### config.mk
export PLATFORM = sky130hd
export DESIGN_NAME = sswd_supervisor
export DESIGN_NICKNAME = d
export VERILOG_FILES = /design/src/verilog/sswd_pkg.sv /design/src/verilog/sswd_supervisor.sv /design/src/verilog/sswd_bus_detect.sv
export SDC_FILE = /design/constraint.sdc
export NUM_CORES = 1
export LEC_CHECK = 0
export ABC_CLOCK_PERIOD_IN_PS = 3100
export BUFFER_PORTS_ARGS = -buffer_cell sky130_fd_sc_hd__buf_2
export CAP_MARGIN = 40
export CORE_MARGIN = 10
export CORE_UTILIZATION = 60
export DETAILED_ROUTE_END_ITERATION = 16
export PLACE_DENSITY = 0.8
export SLEW_MARGIN = 30
export SYNTH_ARGS = -nofsm -noshare
export SYNTH_HDL_FRONTEND = slang
export SYNTH_SLANG_ARGS = --single-unit
### constraint.sdc
create_clock -name ref_clk -period 3.1 [get_ports ref_clk]
set_input_delay 0 -clock ref_clk [delete_from_list [all_inputs] [get_ports ref_clk]]
set_output_delay 0 -clock ref_clk [all_outputs]
set_load 0.1 [all_outputs]
### src/verilog/sswd_pkg.sv
// Package with constants and carrier types for the supply supervisor and watchdog
package sswd_pkg;

  localparam int CLK_HZ           = 20000000;
  localparam int OSC_HZ           = 32768;
  // Ticks of the 32.768 kHz oscillator for each interval (least time rounds up)
  localparam int RESET_TIME_MS    = 250;
  localparam int WDOG_SHORT_MS    = 250;
  localparam int WDOG_MID_MS      = 750;
  localparam int WDOG_LONG_MS     = 1750;
  localparam int RESET_TICKS      = (RESET_TIME_MS * OSC_HZ + 999) / 1000;
  localparam int WDOG_SHORT_TICKS = (WDOG_SHORT_MS * OSC_HZ + 999) / 1000;
  localparam int WDOG_MID_TICKS   = (WDOG_MID_MS * OSC_HZ + 999) / 1000;
  localparam int WDOG_LONG_TICKS  = (WDOG_LONG_MS * OSC_HZ + 999) / 1000;
  localparam int TICK_W           = 16;

  localparam logic [1:0] WDOG_OFF   = 2'h3;
  localparam logic [1:0] WDOG_SHORT = 2'h2;
  localparam logic [1:0] WDOG_MID   = 2'h1;
  localparam logic [1:0] WDOG_LONG  = 2'h0;

  localparam logic [6:0] ARRAY_ID   = 7'h57;
  localparam logic [6:0] CTRL_ID    = 7'h6F;
  localparam int         BYTE_BITS  = 8;

  // Supply comparator results, all active high
  typedef struct packed {
    logic mainBelowBackupLo;   // main < backup - hysteresis
    logic mainAboveBackupHi;   // main > backup + hysteresis
    logic mainBelowSwitchover; // main < switchover threshold
    logic mainAboveSwitchHi;   // main > switchover threshold + its hysteresis
    logic mainBelowReset;      // main < reset threshold
  } sswd_cmp_t;

  // Bus events decoded from the synchronised pins
  typedef struct packed {
    logic start;
    logic stop;
    logic sclRise;
    logic sclFall;
    logic sda;
  } sswd_bus_t;

  typedef enum logic [5:0] {
    SL_IDLE = 6'h01,
    SL_ADDR = 6'h02,
    SL_WACK = 6'h04,
    SL_WRX  = 6'h08,
    SL_TX   = 6'h10,
    SL_RACK = 6'h20
  } sswd_slave_t;

endpackage

### src/verilog/sswd_supervisor.sv
// Supply switchover, reset generation, watchdog and two-wire slave framing
`timescale 1ns/1ps
module sswd_supervisor
  import sswd_pkg::*;
#(
  parameter int RESET_TICKS_P = RESET_TICKS
)(
  input  wire logic       ref_clk,
  input  wire logic       rst_n,
  input  wire logic       clkEn,
  input  wire logic       oscTick,
  input  sswd_cmp_t       cmpIn,
  input  wire logic       supplySwitchSelect,
  input  wire logic       wdogPeriodHi,
  input  wire logic       wdogPeriodLo,
  input  wire logic       nvWriteBusy,
  input  wire logic       sclIn,
  input  wire logic       sdaIn,
  input  wire logic [7:0] txData,
  output logic            reset_n,
  output logic            onBackup,
  output logic            sdaOut,
  output logic            sdaOe,
  output logic [7:0]      rxData,
  output logic            rxValid,
  output logic            addrMatch,
  output logic            ctrlSelect,
  output logic            readReq,
  output logic            busStop,
  output logic            abortWrite
);
  // Interval length for each watchdog period code
  function automatic logic [TICK_W-1:0] wdogLoad(input logic [1:0] sel);
    case (sel)
      WDOG_SHORT: wdogLoad = TICK_W'(WDOG_SHORT_TICKS);
      WDOG_MID:   wdogLoad = TICK_W'(WDOG_MID_TICKS);
      WDOG_LONG:  wdogLoad = TICK_W'(WDOG_LONG_TICKS);
      default:    wdogLoad = '0;
    endcase
  endfunction

  sswd_bus_t  busEv;
  sswd_cmp_t  cmp1_q, cmp2_q;
  logic [1:0] wdSel;

  sswd_bus_detect u_detect (
    .ref_clk (ref_clk),
    .rst_n   (rst_n),
    .clkEn   (clkEn),
    .sclIn   (sclIn),
    .sdaIn   (sdaIn),
    .busEv   (busEv)
  );

  always_ff @(posedge ref_clk or negedge rst_n) begin
    if (!rst_n) begin
      cmp1_q <= '0;
      cmp2_q <= 5'h01;
    end else if (clkEn) begin
      cmp1_q <= cmpIn;
      cmp2_q <= cmp1_q;
    end
  end

  assign wdSel = {wdogPeriodHi, wdogPeriodLo};

  // Supply selection and reset/watchdog timing
  logic              backup_q,   backup_d;
  logic              rstOut_q,   rstOut_d;
  logic [TICK_W-1:0] rstCnt_q,   rstCnt_d;
  logic              wdPulse_q,  wdPulse_d;
  logic [TICK_W-1:0] wdCnt_q,    wdCnt_d;
  logic [1:0]        wdSelOld_q, wdSelOld_d;
  logic              uvHold_q,   uvHold_d;

  always_comb begin
    backup_d   = backup_q;
    rstOut_d   = rstOut_q;
    rstCnt_d   = rstCnt_q;
    wdPulse_d  = wdPulse_q;
    wdCnt_d    = wdCnt_q;
    wdSelOld_d = wdSel;
    uvHold_d   = uvHold_q;
    if (!backup_q) begin
      if (supplySwitchSelect) begin
        if (cmp2_q.mainBelowBackupLo) backup_d = 1'b1;
      end else if (cmp2_q.mainBelowBackupLo && cmp2_q.mainBelowSwitchover) begin
        backup_d = 1'b1;
      end
    end else begin
      if (supplySwitchSelect) begin
        if (cmp2_q.mainAboveBackupHi) backup_d = 1'b0;
      end else if (cmp2_q.mainAboveBackupHi || cmp2_q.mainAboveSwitchHi) begin
        backup_d = 1'b0;
      end
    end
    // Latch that reset came from low supply while on backup
    if (backup_q && cmp2_q.mainBelowReset) uvHold_d = 1'b1;
    else if (!backup_q) uvHold_d = 1'b0;
    if (cmp2_q.mainBelowReset || uvHold_q) begin
      rstOut_d  = 1'b1;
      rstCnt_d  = TICK_W'(RESET_TICKS_P);
      wdPulse_d = 1'b0;
      wdCnt_d   = wdogLoad(wdSel);
    end else if (rstOut_q) begin
      if (oscTick) begin
        if (rstCnt_q <= TICK_W'(1)) begin
          rstOut_d  = 1'b0;
          wdPulse_d = 1'b0;
          wdCnt_d   = wdogLoad(wdSel);
        end else begin
          rstCnt_d = rstCnt_q - TICK_W'(1);
        end
      end
    end else if (backup_q || wdSel == WDOG_OFF) begin
      wdCnt_d = wdogLoad(wdSel);
    end else if (busEv.start || wdSel != wdSelOld_q) begin
      wdCnt_d = wdogLoad(wdSel);
    end else if (oscTick) begin
      if (wdCnt_q <= TICK_W'(1)) begin
        rstOut_d  = 1'b1;
        wdPulse_d = 1'b1;
        rstCnt_d  = TICK_W'(RESET_TICKS_P);
      end else begin
        wdCnt_d = wdCnt_q - TICK_W'(1);
      end
    end
  end

  always_ff @(posedge ref_clk or negedge rst_n) begin
    if (!rst_n) begin
      backup_q   <= 1'b0;
      rstOut_q   <= 1'b1;
      rstCnt_q   <= TICK_W'(RESET_TICKS_P);
      wdPulse_q  <= 1'b0;
      wdCnt_q    <= '0;
      wdSelOld_q <= WDOG_OFF;
      uvHold_q   <= 1'b0;
    end else if (clkEn) begin
      backup_q   <= backup_d;
      rstOut_q   <= rstOut_d;
      rstCnt_q   <= rstCnt_d;
      wdPulse_q  <= wdPulse_d;
      wdCnt_q    <= wdCnt_d;
      wdSelOld_q <= wdSelOld_d;
      uvHold_q   <= uvHold_d;
    end
  end

  // Slave framing; held off while a supply reset is running
  logic        busLock;
  sswd_slave_t st_q,    st_d;
  logic [3:0]  bitCnt_q, bitCnt_d;
  logic [7:0]  shift_q, shift_d;
  logic        sdaO_q,  sdaO_d;
  logic        sdaE_q,  sdaE_d;
  logic [7:0]  rxD_q,   rxD_d;
  logic        rxV_q,   rxV_d;
  logic        match_q, match_d;
  logic        ctrl_q,  ctrl_d;
  logic        rdReq_q, rdReq_d;
  logic        stop_q,  stop_d;
  logic        abort_q, abort_d;
  logic        isRead_q, isRead_d;

  assign busLock = rstOut_q && !wdPulse_q;

  always_comb begin
    st_d     = st_q;
    bitCnt_d = bitCnt_q;
    shift_d  = shift_q;
    sdaO_d   = 1'b1;
    sdaE_d   = sdaE_q;
    rxD_d    = rxD_q;
    rxV_d    = 1'b0;
    match_d  = match_q;
    ctrl_d   = ctrl_q;
    rdReq_d  = 1'b0;
    stop_d   = busEv.stop;
    isRead_d = isRead_q;
    // Running write cycle finishes unless main is below the reset threshold while on backup supply
    abort_d  = nvWriteBusy && backup_q && cmp2_q.mainBelowReset;
    if (busLock) begin
      st_d    = SL_IDLE;
      sdaE_d  = 1'b0;
      match_d = 1'b0;
    end else if (busEv.stop) begin
      st_d    = SL_IDLE;
      sdaE_d  = 1'b0;
      match_d = 1'b0;
    end else if (busEv.start) begin
      st_d     = SL_ADDR;
      bitCnt_d = '0;
      sdaE_d   = 1'b0;
      match_d  = 1'b0;
    end else begin
      case (st_q)
        SL_IDLE: st_d = SL_IDLE;
        SL_ADDR, SL_WRX: begin
          if (busEv.sclRise && bitCnt_q < 4'(BYTE_BITS)) begin
            shift_d  = {shift_q[6:0], busEv.sda};
            bitCnt_d = bitCnt_q + 4'h1;
          end else if (busEv.sclFall && bitCnt_q == 4'(BYTE_BITS)) begin
            if (st_q == SL_ADDR) begin
              if (shift_q[7:1] == ARRAY_ID || shift_q[7:1] == CTRL_ID) begin
                match_d  = 1'b1;
                ctrl_d   = shift_q[7:1] == CTRL_ID;
                isRead_d = shift_q[0];
                sdaE_d   = 1'b1;
                st_d     = SL_WACK;
              end else begin
                st_d = SL_IDLE;
              end
            end else begin
              rxD_d  = shift_q;
              rxV_d  = 1'b1;
              sdaE_d = 1'b1;
              st_d   = SL_WACK;
            end
          end
        end
        SL_WACK: begin
          if (busEv.sclFall) begin
            bitCnt_d = '0;
            if (isRead_q) begin
              shift_d = txData;
              rdReq_d = 1'b1;
              sdaE_d  = !txData[7];
              st_d    = SL_TX;
            end else begin
              sdaE_d = 1'b0;
              st_d   = SL_WRX;
            end
          end
        end
        SL_TX: begin
          if (busEv.sclFall) begin
            if (bitCnt_q == 4'(BYTE_BITS - 1)) begin
              sdaE_d = 1'b0;
              st_d   = SL_RACK;
            end else begin
              shift_d  = {shift_q[6:0], 1'b0};
              bitCnt_d = bitCnt_q + 4'h1;
              sdaE_d   = !shift_q[6];
            end
          end
        end
        SL_RACK: begin
          if (busEv.sclRise) begin
            if (busEv.sda) st_d = SL_IDLE;
            else st_d = SL_WACK;
          end
        end
        default: st_d = SL_IDLE;
      endcase
    end
  end

  always_ff @(posedge ref_clk or negedge rst_n) begin
    if (!rst_n) begin
      st_q     <= SL_IDLE;
      bitCnt_q <= '0;
      shift_q  <= '0;
      sdaO_q   <= 1'b1;
      sdaE_q   <= 1'b0;
      rxD_q    <= '0;
      rxV_q    <= 1'b0;
      match_q  <= 1'b0;
      ctrl_q   <= 1'b0;
      rdReq_q  <= 1'b0;
      stop_q   <= 1'b0;
      abort_q  <= 1'b0;
      isRead_q <= 1'b0;
    end else if (clkEn) begin
      st_q     <= st_d;
      bitCnt_q <= bitCnt_d;
      shift_q  <= shift_d;
      sdaO_q   <= sdaO_d;
      sdaE_q   <= sdaE_d;
      rxD_q    <= rxD_d;
      rxV_q    <= rxV_d;
      match_q  <= match_d;
      ctrl_q   <= ctrl_d;
      rdReq_q  <= rdReq_d;
      stop_q   <= stop_d;
      abort_q  <= abort_d;
      isRead_q <= isRead_d;
    end
  end

  always_comb begin
    reset_n    = !rstOut_q;
    onBackup   = backup_q;
    sdaOut     = 1'b0 & sdaO_q;
    sdaOe      = sdaE_q;
    rxData     = rxD_q;
    rxValid    = rxV_q;
    addrMatch  = match_q;
    ctrlSelect = ctrl_q;
    readReq    = rdReq_q;
    busStop    = stop_q;
    abortWrite = abort_q;
  end
endmodule

### src/verilog/sswd_bus_detect.sv
// Pin synchroniser and START/STOP/edge detector for the two-wire bus
`timescale 1ns/1ps
module sswd_bus_detect
  import sswd_pkg::*;
(
  input  wire logic      ref_clk,
  input  wire logic      rst_n,
  input  wire logic      clkEn,
  input  wire logic      sclIn,
  input  wire logic      sdaIn,
  output sswd_bus_t      busEv
);
  logic [1:0] sclSync_q, sclSync_d;
  logic [1:0] sdaSync_q, sdaSync_d;
  logic       sclOld_q,  sclOld_d;
  logic       sdaOld_q,  sdaOld_d;

  always_comb begin
    sclSync_d = {sclSync_q[0], sclIn};
    sdaSync_d = {sdaSync_q[0], sdaIn};
    sclOld_d  = sclSync_q[1];
    sdaOld_d  = sdaSync_q[1];
    busEv.start   = sclOld_q & sclSync_q[1] & sdaOld_q & ~sdaSync_q[1];
    busEv.stop    = sclOld_q & sclSync_q[1] & ~sdaOld_q & sdaSync_q[1];
    busEv.sclRise = ~sclOld_q & sclSync_q[1];
    busEv.sclFall = sclOld_q & ~sclSync_q[1];
    busEv.sda     = sdaSync_q[1];
  end

  always_ff @(posedge ref_clk or negedge rst_n) begin
    if (!rst_n) begin
      sclSync_q <= 2'h3;
      sdaSync_q <= 2'h3;
      sclOld_q  <= 1'h1;
      sdaOld_q  <= 1'h1;
    end else if (clkEn) begin
      sclSync_q <= sclSync_d;
      sdaSync_q <= sdaSync_d;
      sclOld_q  <= sclOld_d;
      sdaOld_q  <= sdaOld_d;
    end
  end
endmodule

==> results_dict.tcl, run 1 <==
set metrics [dict create \
    ys_warn_count 0 \
    synth_edf_count 0 \
    diodes 0 \
    pre_cts_ws_ns 0.6073 \
    num_vias 4323 \
    final_area_um2 5682 \
    cts_hold_buffers 18 \
    numPortBuffers 39 \
    worstHoldStart "wdogPeriodHi" \
    finalPower_mw 3.158 \
    clock_skew_ns 0.01146 \
    ys.flop_type "dfrtp_1" \
    place_inst 650 \
    grt_first_pass_wirelength_mm 20.29 \
    maxSlewViolCount 0 \
    insertion_delay_ns 0.35 \
    cts_buffers 9 \
    fin_util_pct 69.15 \
    status "finished clean" \
    hold_viol 0 \
    layout_common_cells "76 x dfrtp_1, 43 x nand2_1, 38 x buf_2" \
    postCtsSetupBuffers 0 \
    reg2reg_from "wdCnt_q[0]$_DFFE_PN0P_" \
    drive_above_1_share_pct 21.72 \
    p_leak_nw 2.592 \
    synth_top_family_by_area "simple AND/OR/NAND/NOR gates" \
    core_area_um2 8217 \
    dpl.hpwl_mm 8.659 \
    setup_viol_count_final 0 \
    reg2reg_depth 7 \
    instances_no_fill 685 \
    maxCapViolCount 0 \
    cts_tree "yes" \
    wl_per_cell_um 17.70 \
    rr_endpoint "wdCnt_q[14]$_DFFE_PN0P_" \
    die_w_um 111.9 \
    grt_overflow 0 \
    synth-compound-area-share_pct 20.06 \
    dr.first_iter.drc_count 319 \
    cp_slowest_stage_delay_ns 0.65 \
    synth_xor_area_share_pct 1.038 \
    crit_fanout 5 \
    ys_ff_latch 88 \
    die_area_um2 12510 \
    crit_top_cell "o211ai_1" \
    seq_area_frac_synth_pct 43.79 \
    tightest_slew_ns 0.6392 \
    grt_max_degree 37 \
    post_synth_fa_ha_maj_area_fraction_pct 1.483 \
    path_cells "inv_1 -> ha_1 -> or4b_2 -> nor2_1 -> o211ai_1 -> o311ai_0 -> o211ai_1" \
    async_reset_ff_share_pct 100.0 \
    hold_ws_ns 0.01311 \
    place_area_um2 5326 \
    cts.sinks 88 \
    hold_path_end "wdSelOld_q[1]$_DFFE_PN1P_" \
    synth_cell_types 75 \
    ctsResizeCount 0 \
    ir_drop_v 0.0003526 \
    place.gp.congestion 0.9364 \
    cp.required_ns 3.32 \
    syn-num-nets 552 \
    r2r_slack_ns 0.60 \
    fin_nets 604 \
    cp_top_family "simple AND/OR/NAND/NOR gates" \
    endpoint_kind "flop" \
    slew_headroom_pct 57.00 \
    synth.avg_cell_area_um2 9.682 \
    cts_htree_levels 3 \
    crit_arrival_ns 2.72 \
    hold_path.class "in2reg" \
    fin_crit_sh_pct 80.66 \
    clk_pin_slew_ns 0.10 \
    io_pins 41 \
    firstDrtPassIters 5 \
    syn_area_um2 5064 \
    synthMuxAreaShare_pct 9.612 \
    rsz0062_at_grt "no" \
    die_h_um 111.9 \
    fmax_mhz 399.9 \
    crit_path_start_kind "flop" \
    core.rowCount 33 \
    mostFrequentLayoutCell "dfrtp_1" \
    grt_pass1_vias 4242 \
    postSynthCellCount 523 \
    wl_mm 12.13 \
    synthSimpleGateAreaFrac_pct 20.19 \
    tns_ns 0 \
    crit_type "reg2reg" \
    min_path_cells 2 \
    p_per_area_nw_per_um2 555.8 \
    start_util_pct 61.63 \
    area_delta_synth_final_pct 12.21 \
    track_usage_pct 18.87 \
    drcViolationCount 0 \
    min_period_ns 2.501 \
    crit_path_top_delay_cell "or4b_2" \
    routed_via_density 6.311 \
    worst_slack_ns 0.5995 \
    ant_nets 0 \
    root_buffer "clkbuf_8" \
    cts_max_path_buffers 2 \
    antenna_found_initial 0 \
    critPathBufInv 1 \
    cp.depth 7 \
]
[cell type report]
cell class | count | area (µm²)
sequential | 88 | 2217
clock buffer | 10 | 127.6
timing repair buffer | 64 | 427.9
clock inverter | 6 | 42.54
inverter | 21 | 78.83
tap | 105 | 131.4
multi-input combinational | 391 | 2656
fill | 649 | 2535
[where the power goes]
group | leakage (nW) | internal [mW] | total [mW] | switching [mW]
Sequential | 1.14 | 1.31 | 1.49 | 0.179
Clock | 0.0831 | 0.295 | 0.724 | 0.429
Combinational | 1.37 | 0.347 | 0.948 | 0.601
[routing by layer]
layer | vias to the layer above | track usage (%) | routed length, µm
li1 | 2067 | - | -
met1 | 2108 | 22.11 | 5117
met2 | 132 | 33.45 | 6150
met3 | 16 | 3.382 | 626
met4 | 0 | 7.112 | 233
met5 | - | 0 | 0
[how the worst max path moves through the flow]
stage	startpoint	to	slack, ns
finish	wdCnt_q[0]$_DFFE_PN0P_	wdCnt_q[14]$_DFFE_PN0P_	0.60
global route	wdCnt_q[0]$_DFFE_PN0P_	wdCnt_q[14]$_DFFE_PN0P_	0.38
CTS	wdCnt_q[0]$_DFFE_PN0P_	wdCnt_q[14]$_DFFE_PN0P_	0.60
detailed placement	wdCnt_q[0]$_DFFE_PN0P_	wdCnt_q[14]$_DFFE_PN0P_	0.61
global placement	wdCnt_q[0]$_DFFE_PN0P_	wdCnt_q[12]$_DFFE_PN0P_	0.76
floorplan	rstOut_q$_DFFE_PN1P_	wdCnt_q[15]$_DFFE_PN0P_	0.68
[flip-flops by register name, summed over array words and instances, names as in the netlist, 2 cells and up]
name / cells
rstCnt_q: 16
rxData: 8
cmp1_q: 5
bitCnt_q: 4
cmp2_q: 5
wdSelOld_q: 2
wdCnt_q: 16
u_detect.sdaSync_q: 2
u_detect.sclSync_q: 2
shift_q: 8
st_q: 6
[cells by family (layout without fill, tap and decap cells)]
group	after synthesis	after routing
adders and majority gates	6	6
and+or+nand+nor	191	191
muxes	44	44
DFF	88	88
AOI/OAI and AO/OA	143	143
buffers and inverters	44	101
other	1	1
xor gates and xnor gates	6	6
[worst reg2reg max path, cell delays in order, from the launching register on]
cell and delay (ns):
dfrtp_1 0.43, inv_1 0.11, ha_1 0.23, or4b_2 0.65, nor2_1 0.25, o211ai_1 0.21, o311ai_0 0.35, o211ai_1 0.14
[synth_stat cells (7+ instances only)]
cell type | n | area, µm²
inv_1 | 20 | 75.07
clkbuf_1 | 13 | 48.80
nor2_1 | 36 | 135.1
a21oi_1 | 32 | 160.2
mux2_2 | 37 | 416.7
nand3_1 | 14 | 70.07
dfrtp_1 | 76 | 1902
a211o_1 | 8 | 70.07
o21ai_0 | 29 | 145.1
a31oi_1 | 12 | 75.07
nand2_1 | 43 | 161.4
buf_2 | 8 | 40.04
nand2b_1 | 7 | 43.79
dfstp_2 | 12 | 315.3
mux2i_1 | 7 | 70.07
nor4_1 | 14 | 87.58
nor3_1 | 24 | 120.1
nand4_1 | 7 | 43.79
No activity file was read; power rests on OpenSTA's default activity.
==> run 2, diff against run 1 <==
ABC_AREA = 1   (was unset)
ABC_CLOCK_PERIOD_IN_PS = 2290   (was 3100)
CORE_UTILIZATION = 55   (was 60)
PLACE_DENSITY = 0.77   (was 0.8)
clock period = 2.29 ns   (was 3.1 ns; I/O delays follow)
==> run 2 against run 1 <==
First-iteration DRC count grew 31%. Combinational power grew to 3.1 times the previous value. Sequential power increased by 40%. Critical path depth is 2 higher. Clock-buffer cell count stayed put. Synthesized cell count rose by 51%. Wire length is 8.9% higher. Sequential share of layout area shrank 3.5 points. Die area rose by 15%. Highest routed layer unchanged.
==> results_dict.tcl, run 2 <==
set metrics [dict create \
    layout_common_cells "267 x nand2_1, 95 x nor2_1, 84 x inv_1" \
    hold_ws_ns 0.02952 \
    numPortBuffers 39 \
    hold_path.class "in2reg" \
    wl_mm 13.20 \
    p_leak_nw 3.366 \
    clock_skew_ns 0.009876 \
    crit_type "reg2reg" \
    slew_headroom_pct 61.21 \
    postCtsSetupBuffers 0 \
    crit_arrival_ns 2.26 \
    hold_viol 0 \
    cts_buffers 9 \
    synth_edf_count 0 \
    die_w_um 119.9 \
    grt_pass1_vias 4970 \
    reg.largest.list "rstCnt_q (16), wdCnt_q (16)" \
    clk_pin_slew_ns 0.09 \
    rr_endpoint "shift_q[0]$_DFFE_PN0P_" \
    finalPower_mw 6.184 \
    hold_path_end "shift_q[2]$_DFFE_PN0P_" \
    ant_nets 0 \
    min_period_ns 1.944 \
    place.gp.congestion 0.9337 \
    cp_slowest_stage_delay_ns 0.41 \
    insertion_delay_ns 0.38 \
    ys.flop_type "dfrtp_1" \
    diodes 0 \
    grt_first_pass_wirelength_mm 22.58 \
    root_buffer "clkbuf_8" \
    min_path_cells 7 \
    maxSlewViolCount 0 \
    fin_crit_sh_pct 84.89 \
    routed_via_density 5.230 \
    maxCapViolCount 0 \
    synthTopCellsByArea "dfrtp_1 35%, nand2_1 18%, nor2_1 6.6%" \
    seq_area_frac_synth_pct 40.36 \
    r2r_slack_ns 0.35 \
    worstHoldStart "txData[2]" \
    reg2reg_depth 9 \
    track_usage_pct 18.62 \
    fin_nets 878 \
    grt_overflow 0 \
    wl_per_cell_um 13.38 \
    fillerInstances 896 \
    path_cells "nor2_1 -> nand3_2 -> nand2_2 -> nor2_1 -> nor2_2 -> nand3_2 -> nand2_1 -> nand2_1 -> inv_1" \
    dr.first_iter.drc_count 417 \
    grt_max_degree 45 \
    core_area_um2 9729 \
    ys_ff_latch 88 \
    synth_cell_types 34 \
    dpl.hpwl_mm 9.669 \
    area_delta_synth_final_pct 13.64 \
    num_vias 5162 \
    crit_path_top_delay_cell "dfrtp_1" \
    synth_commonest_cells "267 x nand2_1, 96 x nor2_1, 84 x inv_1" \
    drive_above_1_share_pct 16.04 \
    fmax_mhz 514.4 \
    crit_path_start_kind "flop" \
    ys_warn_count 0 \
    fin_util_pct 64.16 \
    status "finished clean" \
    tightest_slew_ns 0.5818 \
    setup_viol_count_final 0 \
    reg2reg_from "st_q[1]$_DFFE_PN0P_" \
    postSynthCellCount 788 \
    drcViolationCount 0 \
    cts.sinks 88 \
    crit_start "st_q[1]$_DFFE_PN0P_" \
    cts_htree_levels 3 \
    die_area_um2 14380 \
    endpoint_kind "flop" \
    syn_area_um2 5493 \
    mostFrequentLayoutCell "nand2_1" \
    yosys.cell_count.top_type "nand2_1" \
    cp.required_ns 2.61 \
    ir_drop_v 0.0004233 \
    io_pins 41 \
    yosys.area.top_type "dfrtp_1" \
    antenna_found_initial 0 \
    firstDrtPassIters 5 \
    tns_ns 0 \
    rsz0062_at_grt "no" \
    syn-num-nets 817 \
    pre_cts_ws_ns 0.2184 \
    core.rowCount 36 \
    p_per_area_nw_per_um2 990.7 \
    synth.avg_cell_area_um2 6.971 \
    cts_tree "yes" \
    start_util_pct 56.46 \
    post-synth-top-area-fraction_pct 34.62 \
    async_reset_ff_share_pct 100.0 \
    worst_slack_ns 0.3460 \
    cts_max_path_buffers 2 \
    crit_fanout 8 \
    die_h_um 119.9 \
]
run 2: changes by cell type after synthesis, sizes merged, moves of 8 or more:
cell | before | now
nand2 | 43 | 277
nor2 | 36 | 118
inv | 20 | 93
nand3 | 16 | 55
mux2 | 37 | 0
o21ai | 29 | 61
a21oi | 32 | 5
nand4 | 7 | 27
nor3 | 24 | 11
nor4 | 15 | 2
a31oi | 12 | 0
xor2 | 3 | 12
a211o | 8 | 0
or3 | 8 | 0
run 2: area by class of cell:
type,count,area [µm²],area share [%]
inverter,93,349.1,5.592
clock inverter,6,72.57,1.163
sequential,88,2217,35.52
timing repair buffer,73,513.0,8.218
tap,133,166.4,2.666
multi-input combinational,584,2786,44.64
clock buffer,10,137.6,2.205
run 2: cells by family after synthesis:
| group | synth area share (%) |
|---|---|
| flip-flops | 40.36 |
| XOR/XNOR | 2.073 |
| adder cells (fa/ha/maj) | 1.367 |
| AO/OA/AOI/OAI | 7.152 |
| buffers and inverters | 8.952 |
| other | 0.06827 |
| AND/OR/NAND/NOR | 40.02 |
run 2: timing repair:
action | in CTS | in global routing
hold buffers | 19 | 0
gates resized for setup | 0 | 1
endpoints found under the setup margin | 0 | 9
hold endpoints to repair | 57 | 0
run 2: how the worst max path moves through the flow:
stage          slack (ns)  cells after the start                        to
3_3_place_gp         0.27                     10   wdCnt_q[12]$_DFFE_PN0P_
3_5_place_dp         0.22                      8   wdCnt_q[13]$_DFFE_PN0P_
6_report             0.35                      9    shift_q[0]$_DFFE_PN0P_
5_1_grt              0.15                     10   wdCnt_q[10]$_DFFE_PN0P_
4_1_cts              0.19                      8   wdCnt_q[13]$_DFFE_PN0P_
2_1_floorplan        0.30                     11  rstCnt_q[11]$_DFFE_PN0P_
run 2: through the flow:
| step | std cells | cell area (µm²) |
|---|---|---|
| final | 987 | 6242 |
| after global routing | 987 | 6242 |
| after CTS | 987 | 6240 |
| after detailed placement | 952 | 5839 |
| after global placement | 952 | 5839 |
| after floorplan | 788 | 5493 |
run 2: critical path: cells and delay by family (launching register included):
| kind | cells | cell delay [ns] |
|---|---|---|
| buffers and inverters | 1 | 0.05 |
| AND/OR/NAND/NOR | 8 | 1.43 |
| flip-flops | 1 | 0.41 |
run 2: power breakdown:
group | total [mW] | internal [mW] | switching [mW]
Combinational | 2.94 | 0.952 | 1.99
Sequential | 2.09 | 1.83 | 0.265
Clock | 1.15 | 0.547 | 0.605
run 2: per-layer routing:
layer	track usage, %	part of all wire, %
met3	5.251	5.8
met5	0	0
met4	5.204	1.0
met1	21.82	42
met2	32.57	51
